--- src/logic/tmrm_cfg.svh ---
`ifndef TMRM_CFG_SVH
`define TMRM_CFG_SVH

// read pointers
`define TMRM_RP_LT_HI 8'h00
`define TMRM_RP_RT_HI 8'h01
`define TMRM_RP_STATUS 8'h02
`define TMRM_RP_CFG1 8'h03
`define TMRM_RP_RATE 8'h04
`define TMRM_RP_LHL_HI 8'h05
`define TMRM_RP_LLO_HI 8'h06
`define TMRM_RP_RHL_HI 8'h07
`define TMRM_RP_RLO_HI 8'h08
`define TMRM_RP_RT_LO 8'h10
`define TMRM_RP_RHL_LO 8'h13
`define TMRM_RP_RLO_LO 8'h14
`define TMRM_RP_LT_LO 8'h15
`define TMRM_RP_LHL_LO 8'h16
`define TMRM_RP_LLO_LO 8'h17
`define TMRM_RP_NFAC 8'h18
`define TMRM_RP_RSHUT 8'h19
`define TMRM_RP_CFG2 8'h1A
`define TMRM_RP_CHMASK 8'h1F
`define TMRM_RP_LSHUT 8'h20
`define TMRM_RP_HYST 8'h21
`define TMRM_RP_CONSEC 8'h22
`define TMRM_RP_BETA 8'h25
`define TMRM_RP_PART 8'hFD
`define TMRM_RP_MAKER 8'hFE

// write pointers that differ from the read pointer
`define TMRM_WP_CFG1 8'h09
`define TMRM_WP_RATE 8'h0A
`define TMRM_WP_LHL_HI 8'h0B
`define TMRM_WP_LLO_HI 8'h0C
`define TMRM_WP_RHL_HI 8'h0D
`define TMRM_WP_RLO_HI 8'h0E
`define TMRM_WP_ONESHOT 8'h0F
`define TMRM_WP_SWRST 8'hFC

// power-on values
`define TMRM_RST_ZERO 8'h00
`define TMRM_RST_STATUS 8'h80
`define TMRM_RST_RATE 8'h07
`define TMRM_RST_LIMIT_HI 8'h55
`define TMRM_RST_SHUT 8'h55
`define TMRM_RST_SHUT_ALT 8'h69
`define TMRM_RST_CFG2 8'h1C
`define TMRM_RST_HYST 8'h0A
`define TMRM_RST_CONSEC 8'h70
`define TMRM_RST_BETA 8'h08

// implemented bits of partly reserved registers
`define TMRM_MASK_CFG1 8'hE4
`define TMRM_MASK_RATE 8'h0F
`define TMRM_MASK_CFG2 8'h1C
`define TMRM_MASK_CHMASK 8'h03
`define TMRM_MASK_CONSEC 8'h7E
`define TMRM_MASK_BETA 8'h0F

// low nibble fields sit in bits 7..4
`define TMRM_NIB_MSB 7
`define TMRM_NIB_LSB 4
`define TMRM_BIT_CNT_MAX 3'h7

`endif

--- src/logic/tmrm_pkg.sv ---
package tmrm_pkg;

  typedef struct packed {
    logic ptr_valid;
    logic wr_valid;
    logic rd_req;
    logic tx_shift;
    logic [7:0] data;
  } tmrm_bus_t;

  typedef struct packed {
    logic update;
    logic [11:0] local_temp;
    logic [11:0] remote_temp;
    logic [7:0] status;
  } tmrm_meas_t;

  typedef struct packed {
    logic [7:0] cfg1;
    logic [7:0] rate;
    logic [11:0] local_high_limit;
    logic [11:0] local_low_limit;
    logic [11:0] remote_high_limit;
    logic [11:0] remote_low_limit;
    logic [7:0] ideality;
    logic [7:0] remote_shutdown_limit;
    logic [7:0] cfg2;
    logic [7:0] chan_exclude;
    logic [7:0] local_shutdown_limit;
    logic [7:0] hysteresis;
    logic [7:0] consec;
    logic [7:0] beta;
  } tmrm_ctrl_t;

  typedef struct packed {
    logic [7:0] ptr;
    logic [11:0] lt;
    logic [11:0] rt;
    logic [7:0] status;
    tmrm_ctrl_t ctrl;
    logic [7:0] rd_data;
    logic rd_valid;
    logic oneshot;
    logic swrst;
  } tmrm_regs_t;

  typedef enum logic [1:0] {
    TMRM_SH_IDLE = 2'b01,
    TMRM_SH_SEND = 2'b10
  } tmrm_sh_state_t;

  typedef struct packed {
    tmrm_sh_state_t state;
    logic [7:0] shreg;
    logic [2:0] cnt;
  } tmrm_sh_t;

endpackage : tmrm_pkg

--- src/logic/tmrm_regbank.sv ---
`timescale 1ns/100ps
`include "tmrm_cfg.svh"

// Summary of operation
// - read-only pointers accept no write; write-only pointers give no readback
// - any data written at the soft reset pointer restores power-on state
// - alternative variant powers both shutdown limits up at the alternative value
// - local high limit is 12 bits: upper at 05/0B, lower nibble at 16
// - local low limit is 12 bits: upper at 06/0C, lower nibble at 17
// - 8-bit pointer selects the register, loaded by every pointer byte, resets to zero
// - pointer is held between transactions so reads repeat the same register
// - returned register bytes are shifted out most significant bit first
module tmrm_regbank
  import tmrm_pkg::*;
#(
  parameter logic ALT_SHUTDOWN = 1'b0,
  parameter logic [7:0] PART_ID = 8'hA7, // value is arbitrary
  parameter logic [7:0] MAKER_ID = 8'h3C // value is arbitrary
)
(
  input wire logic i_sys_clk,
  input wire logic i_reset,
  input wire tmrm_bus_t i_bus,
  input wire tmrm_meas_t i_meas,
  output logic [7:0] o_rd_data,
  output logic o_rd_valid,
  output logic o_tx_bit,
  output logic o_tx_busy,
  output logic [7:0] o_pointer,
  output tmrm_ctrl_t o_ctrl,
  output logic o_oneshot,
  output logic o_soft_reset
);

  localparam logic [7:0] SHUT_POR = ALT_SHUTDOWN ? `TMRM_RST_SHUT_ALT : `TMRM_RST_SHUT;

  tmrm_regs_t st;
  tmrm_regs_t next_st;
  logic [7:0] rd_byte;

  function automatic tmrm_regs_t por_regs();
    tmrm_regs_t r;
    r = '0;
    r.ptr = `TMRM_RST_ZERO;
    r.status = `TMRM_RST_STATUS;
    r.ctrl.rate = `TMRM_RST_RATE;
    r.ctrl.local_high_limit = {`TMRM_RST_LIMIT_HI, 4'h0};
    r.ctrl.remote_high_limit = {`TMRM_RST_LIMIT_HI, 4'h0};
    r.ctrl.remote_shutdown_limit = SHUT_POR;
    r.ctrl.local_shutdown_limit = SHUT_POR;
    r.ctrl.cfg2 = `TMRM_RST_CFG2;
    r.ctrl.hysteresis = `TMRM_RST_HYST;
    r.ctrl.consec = `TMRM_RST_CONSEC;
    r.ctrl.beta = `TMRM_RST_BETA;
    return r;
  endfunction : por_regs

  function automatic logic [7:0] nib(input logic [3:0] n);
    return {n, 4'h0};
  endfunction : nib

  // pointers that reach a stored or action register on write
  function automatic logic is_writable(input logic [7:0] p);
    logic w;
    w = 1'b0;
    case (p)
      `TMRM_WP_CFG1, `TMRM_WP_RATE, `TMRM_WP_LHL_HI, `TMRM_WP_LLO_HI,
      `TMRM_WP_RHL_HI, `TMRM_WP_RLO_HI, `TMRM_WP_ONESHOT,
      `TMRM_RP_RHL_LO, `TMRM_RP_RLO_LO, `TMRM_RP_LHL_LO, `TMRM_RP_LLO_LO,
      `TMRM_RP_NFAC, `TMRM_RP_RSHUT, `TMRM_RP_CFG2, `TMRM_RP_CHMASK,
      `TMRM_RP_LSHUT, `TMRM_RP_HYST, `TMRM_RP_CONSEC, `TMRM_RP_BETA,
      `TMRM_WP_SWRST: begin
        w = 1'b1;
      end
      default: begin
        w = 1'b0;
      end
    endcase
    return w;
  endfunction : is_writable

  // write-only pointers fall to the default and read zero
  function automatic logic [7:0] read_mux(input tmrm_regs_t r);
    logic [7:0] d;
    d = 8'h00;
    case (r.ptr)
      `TMRM_RP_LT_HI: d = r.lt[11:4];
      `TMRM_RP_RT_HI: d = r.rt[11:4];
      `TMRM_RP_STATUS: d = r.status;
      `TMRM_RP_CFG1: d = r.ctrl.cfg1;
      `TMRM_RP_RATE: d = r.ctrl.rate;
      `TMRM_RP_LHL_HI: d = r.ctrl.local_high_limit[11:4];
      `TMRM_RP_LLO_HI: d = r.ctrl.local_low_limit[11:4];
      `TMRM_RP_RHL_HI: d = r.ctrl.remote_high_limit[11:4];
      `TMRM_RP_RLO_HI: d = r.ctrl.remote_low_limit[11:4];
      `TMRM_RP_RT_LO: d = nib(r.rt[3:0]);
      `TMRM_RP_RHL_LO: d = nib(r.ctrl.remote_high_limit[3:0]);
      `TMRM_RP_RLO_LO: d = nib(r.ctrl.remote_low_limit[3:0]);
      `TMRM_RP_LT_LO: d = nib(r.lt[3:0]);
      `TMRM_RP_LHL_LO: d = nib(r.ctrl.local_high_limit[3:0]);
      `TMRM_RP_LLO_LO: d = nib(r.ctrl.local_low_limit[3:0]);
      `TMRM_RP_NFAC: d = r.ctrl.ideality;
      `TMRM_RP_RSHUT: d = r.ctrl.remote_shutdown_limit;
      `TMRM_RP_CFG2: d = r.ctrl.cfg2;
      `TMRM_RP_CHMASK: d = r.ctrl.chan_exclude;
      `TMRM_RP_LSHUT: d = r.ctrl.local_shutdown_limit;
      `TMRM_RP_HYST: d = r.ctrl.hysteresis;
      `TMRM_RP_CONSEC: d = r.ctrl.consec;
      `TMRM_RP_BETA: d = r.ctrl.beta;
      `TMRM_RP_PART: d = PART_ID;
      `TMRM_RP_MAKER: d = MAKER_ID;
      default: d = 8'h00;
    endcase
    return d;
  endfunction : read_mux

  assign rd_byte = read_mux(st);

  always_comb begin
    logic [7:0] wd;
    logic [3:0] wn;
    wd = i_bus.data;
    wn = i_bus.data[`TMRM_NIB_MSB:`TMRM_NIB_LSB];
    next_st = st;
    next_st.oneshot = 1'b0;
    next_st.swrst = 1'b0;
    next_st.rd_valid = 1'b0;
    // engine results land before any bus action in the same cycle
    if (i_meas.update) begin
      next_st.lt = i_meas.local_temp;
      next_st.rt = i_meas.remote_temp;
      next_st.status = i_meas.status;
    end
    if (i_bus.rd_req) begin
      next_st.rd_data = rd_byte;
      next_st.rd_valid = 1'b1;
    end
    if (i_bus.ptr_valid) begin
      next_st.ptr = i_bus.data;
    end else if (i_bus.wr_valid) begin
      // read-only pointers have no item here
      case (st.ptr)
        `TMRM_WP_CFG1: next_st.ctrl.cfg1 = wd & `TMRM_MASK_CFG1;
        `TMRM_WP_RATE: next_st.ctrl.rate = wd & `TMRM_MASK_RATE;
        `TMRM_WP_LHL_HI: next_st.ctrl.local_high_limit[11:4] = wd;
        `TMRM_WP_LLO_HI: next_st.ctrl.local_low_limit[11:4] = wd;
        `TMRM_WP_RHL_HI: next_st.ctrl.remote_high_limit[11:4] = wd;
        `TMRM_WP_RLO_HI: next_st.ctrl.remote_low_limit[11:4] = wd;
        `TMRM_WP_ONESHOT: next_st.oneshot = 1'b1;
        `TMRM_RP_RHL_LO: next_st.ctrl.remote_high_limit[3:0] = wn;
        `TMRM_RP_RLO_LO: next_st.ctrl.remote_low_limit[3:0] = wn;
        `TMRM_RP_LHL_LO: next_st.ctrl.local_high_limit[3:0] = wn;
        `TMRM_RP_LLO_LO: next_st.ctrl.local_low_limit[3:0] = wn;
        `TMRM_RP_NFAC: next_st.ctrl.ideality = wd;
        `TMRM_RP_RSHUT: next_st.ctrl.remote_shutdown_limit = wd;
        `TMRM_RP_CFG2: next_st.ctrl.cfg2 = wd & `TMRM_MASK_CFG2;
        `TMRM_RP_CHMASK: next_st.ctrl.chan_exclude = wd & `TMRM_MASK_CHMASK;
        `TMRM_RP_LSHUT: next_st.ctrl.local_shutdown_limit = wd;
        `TMRM_RP_HYST: next_st.ctrl.hysteresis = wd;
        `TMRM_RP_CONSEC: next_st.ctrl.consec = wd & `TMRM_MASK_CONSEC;
        `TMRM_RP_BETA: next_st.ctrl.beta = wd & `TMRM_MASK_BETA;
        `TMRM_WP_SWRST: begin
          // data value is ignored; pointer returns to zero as well
          next_st = por_regs();
          next_st.swrst = 1'b1;
        end
        default: begin
          next_st = next_st;
        end
      endcase
    end
  end

  always_ff @(posedge i_sys_clk or posedge i_reset) begin
    if (i_reset) begin
      st <= por_regs();
    end else begin
      st <= next_st;
    end
  end

  tmrm_tx_shift u_tx_shift (
    .i_sys_clk(i_sys_clk),
    .i_reset(i_reset),
    .i_load(i_bus.rd_req),
    .i_byte(rd_byte),
    .i_shift(i_bus.tx_shift),
    .o_bit(o_tx_bit),
    .o_busy(o_tx_busy)
  );

  assign o_rd_data = st.rd_data;
  assign o_rd_valid = st.rd_valid;
  assign o_pointer = st.ptr;
  assign o_ctrl = st.ctrl;
  assign o_oneshot = st.oneshot;
  assign o_soft_reset = st.swrst;
endmodule : tmrm_regbank

--- src/logic/tmrm_tx_shift.sv ---
`timescale 1ns/100ps
`include "tmrm_cfg.svh"

module tmrm_tx_shift
  import tmrm_pkg::*;
(
  input wire logic i_sys_clk,
  input wire logic i_reset,
  input wire logic i_load,
  input wire logic [7:0] i_byte,
  input wire logic i_shift,
  output logic o_bit,
  output logic o_busy
);

  tmrm_sh_t st;
  tmrm_sh_t next_st;

  always_comb begin
    next_st = st;
    unique case (st.state)
      TMRM_SH_IDLE: begin
      end
      TMRM_SH_SEND: begin
        if (i_shift) begin
          next_st.shreg = {st.shreg[6:0], 1'b0};
          next_st.cnt = st.cnt - 3'h1;
          if (st.cnt == 3'h0) begin
            next_st.state = TMRM_SH_IDLE;
          end
        end
      end
    endcase
    // a new read overrides a byte still in flight
    if (i_load) begin
      next_st.shreg = i_byte;
      next_st.cnt = `TMRM_BIT_CNT_MAX;
      next_st.state = TMRM_SH_SEND;
    end
  end

  always_ff @(posedge i_sys_clk or posedge i_reset) begin
    if (i_reset) begin
      st <= '{state: TMRM_SH_IDLE, shreg: 8'h00, cnt: 3'h0};
    end else begin
      st <= next_st;
    end
  end

  assign o_bit = st.shreg[7];
  assign o_busy = (st.state == TMRM_SH_SEND);

endmodule : tmrm_tx_shift

--- config.mk ---
export PLATFORM = sky130hd
export DESIGN_NAME = tmrm_regbank
export DESIGN_NICKNAME = d
export VERILOG_FILES = /design/src/logic/tmrm_pkg.sv /design/src/logic/tmrm_regbank.sv /design/src/logic/tmrm_tx_shift.sv
export VERILOG_INCLUDE_DIRS = /design/src /design/src/logic
export SDC_FILE = /design/constraint.sdc
export NUM_CORES = 1
export LEC_CHECK = 0
export ABC_AREA = 1
export BUFFER_PORTS_ARGS = -buffer_cell sky130_fd_sc_hd__buf_2
export CORE_MARGIN = 5
export CORE_UTILIZATION = 56
export DETAILED_ROUTE_END_ITERATION = 12
export GPL_TIMING_DRIVEN = 0
export PLACE_DENSITY = 0.88
export REMOVE_ABC_BUFFERS = 1
export SLEW_MARGIN = 20
export SYNTH_ARGS = -nofsm -noshare
export SYNTH_HDL_FRONTEND = slang
export SYNTH_SLANG_ARGS = --single-unit
--- constraint.sdc ---
create_clock -name i_sys_clk -period 7.3 [get_ports i_sys_clk]
set_input_delay 1.46 -clock i_sys_clk [delete_from_list [all_inputs] [get_ports i_sys_clk]]
set_output_delay 1.46 -clock i_sys_clk [all_outputs]
set_load 0.03 [all_outputs]
==> results.json <==
{
  "timing.final.crit_share_pct": 43.4,
  "fin_nets": 1303,
  "slew_violations": 0,
  "h-tree-depth": 4,
  "cts_setup_buffers": 0,
  "worst_ep_required_time_ns": 7.59,
  "synth-seq-area-share_pct": 45.2,
  "fp-row-count": 47,
  "numCtsBuffers": 17,
  "ctsHoldBuffers": 0,
  "reg2reg_from": "o_pointer[1]",
  "power_mw": 2.56,
  "timing.rr.end": "o_ctrl[29]",
  "hpwl_mm": 19.7,
  "setup.worst_path.class": "primary input to flop",
  "rsz0062_at_grt": "no",
  "start_kind": "primary input",
  "clock_skew_ns": 0.00746,
  "place_ws_ns": 3.76,
  "p_leak_nw": 5.50,
  "p_per_area_mw_per_mm2": 259,
  "crit_path_end_kind": "flop",
  "vias_per_cell": 5.48,
  "area.growth.synth_to_final_pct": 6.03,
  "period_minus_slack_ns": 3.17,
  "tightestPinTransition_ns": 0.959,
  "timing.final.ws_setup_ns": 4.13,
  "max-vdd-ir-drop_mv": 0.173,
  "cts-resized-gates": 0,
  "outcome": "completed",
  "dieArea_mm2": 0.0194,
  "syn_inst": 1217,
  "grt_max_degree": 110,
  "yosysUniqueCellTypes": 36,
  "final_cell_mix": "nand2_1 (413), buf_2 (170), dfrtp_1 (137)",
  "p_sw_mw": 0.867,
  "grt_pass1_wl_mm": 41.8,
  "grt_overflow": 0,
  "combPwrFrac_pct": 20.5,
  "ys_ff_latch": 167,
  "multiInputGateArea_mm2": 0.00352,
  "p_int_mw": 1.70,
  "antenna_found_initial": 0,
  "ctsRootBufferMaster": "clkbuf_16",
  "cts_max_path_buffers": 2,
  "core_area_mm2": 0.0165,
  "finalSetupViolations": 0,
  "hp-start": "u_tx_shift.st[11]",
  "final_common_cell": "nand2_1",
  "clock_latency_ns": 0.44,
  "p_clk_share_pct": 35.2,
  "n_antenna_cell": 0,
  "seqPwrFrac_pct": 44.3,
  "cts_sinks": 167,
  "sw_frac_of_total_pct": 33.8,
  "die_w_um": 139,
  "cts_tree": "done",
  "final_layout_size_suffix_gt1_share_pct": 21.8,
  "regArea_mm2": 0.00422,
  "r2r_setup_slack_ns": 4.81,
  "ys_warn_count": 0,
  "routedWlPerCell_um": 18.2,
  "grt_usage_pct": 27.7,
  "drc": 0,
  "die_y_um": 139,
  "hold_viol_final": 0,
  "maxSlewHeadroom_pct": 35.8,
  "via_count": 8151,
  "worstHoldPathCells": 2,
  "critPathArrivalTime_ns": 3.46,
  "min_path_type": "flop to flop",
  "rr_worst_depth": 9,
  "grt_pass1_vias": 7718,
  "cp_max_fo": 51,
  "ant_nets": 0,
  "io_pins": 196,
  "initial_core_util_pct": 56.7,
  "drt-total-wl_mm": 27.0,
  "drt_iter0_drc": 977,
  "numPortBuffers": 170,
  "syn_area_per_cell_um2": 7.67,
  "gp_congestion": 0.956,
  "first_pass_iters": 6,
  "cts.clk_slew.worst_paths_ns": 0.07,
  "synth_area_mm2": 0.00933,
  "min_to": "u_tx_shift.st[11]",
  "cap_violations": 0,
  "fmax_mhz": 316,
  "nFillCells": 1465
}
==> registers in the layout, summed over array words and instances (netlist names) <==
name              count
u_tx_shift.st        12
u_tx_shift.o_bit      1
o_soft_reset          1
o_pointer             8
o_rd_data             8
o_ctrl              103
st                   32
o_oneshot             1
o_rd_valid            1
==> cells in the mapped netlist (all sizes together) <==
master | instances | area (um2)
clkinv | 2 | 7.51
a21oi | 22 | 110
nand4 | 9 | 56.3
nor4 | 1 | 6.26
nand2 | 420 | 1620
nor3 | 4 | 31.3
dfstp | 30 | 788
o31ai | 1 | 7.51
o22ai | 8 | 50.1
a31oi | 3 | 18.8
buf | 166 | 1250
o21ai | 107 | 596
clkbuf | 12 | 47.6
conb | 1 | 3.75
nor2 | 109 | 435
mux2 | 5 | 71.3
nand3 | 72 | 360
dfrtp | 137 | 3430
ha | 2 | 25.0
o211ai | 4 | 30.0
inv | 102 | 385
==> per-stage QoR <==
step	setup TNS, ns	hold WS, ns	std cells	cell area (um2)	util (%)
finish	0	0.466	1487	9900	60.1
global route	0	0.498	1487	9900	60.1
CTS	0	0.470	1487	9900	60.1
detailed placement	0	0.459	1455	9310	56.5
global placement	-35.94	0.454	1453	9250	56.2
floorplan	0	0.441	1063	8120	-
==> final cells by class <==
type / count / share of cell area [%]
Clock inverter: 14 / 1.52
Clock buffer: 18 / 4.44
Tap cell: 220 / 2.78
Multi-Input combinational cell: 792 / 35.6
Timing Repair Buffer: 172 / 9.03
Inverter: 104 / 4.05
Sequential cell: 167 / 42.6
==> power groups by stage <==
stage	Sequential (mW)	Combinational [mW]	Clock, mW
floorplan	1.29	0.182	0
global placement	1.14	0.506	0
detailed placement	1.14	0.523	0
CTS	1.13	0.525	0.906
global route	1.15	0.567	0.944
finish	1.14	0.525	0.903
==> metal layers <==
| layer | track usage (%) | vias to the layer above | routed length (um) |
|---|---|---|---|
| met5 | 0 | - | 0 |
| met1 | 36.5 | 3782 | 10400 |
| met3 | 8.24 | 90 | 3250 |
| met4 | 12.1 | 0 | 1110 |
| met2 | 42.9 | 546 | 12300 |
| li1 | - | 3733 | - |
==> critical path, stage by stage <==
cell and delay, ns:
buf_2 0.08, clkinv_1 0.27, nand2_4 0.25, nor2_8 0.09
inv_4 0.46, nand2_1 0.20, inv_1 0.45, o21ai_0 0.17
==> cells by family after synthesis <==
logic type	count (synthesis)	synth area share (%)
simple gates	615	26.9
fa+ha+maj	2	0.268
flops	167	45.2
buf+inv	282	18.1
compound gates	145	8.70
mux	5	0.764
other cells	1	0.0402
==> worst max-delay path by stage <==
stage               from           to  slack, ns
3_5_place_dp   i_bus[11]   o_ctrl[29]       3.76
6_report       i_bus[11]   o_ctrl[29]       4.13
4_1_cts        i_bus[11]   o_ctrl[29]       4.22
3_3_place_gp     i_reset  o_ctrl[101]      -0.27
2_1_floorplan    i_reset    o_ctrl[0]       1.37
5_1_grt        i_bus[11]   o_ctrl[87]       4.01
No activity file was read; power rests on OpenSTA's default activity.
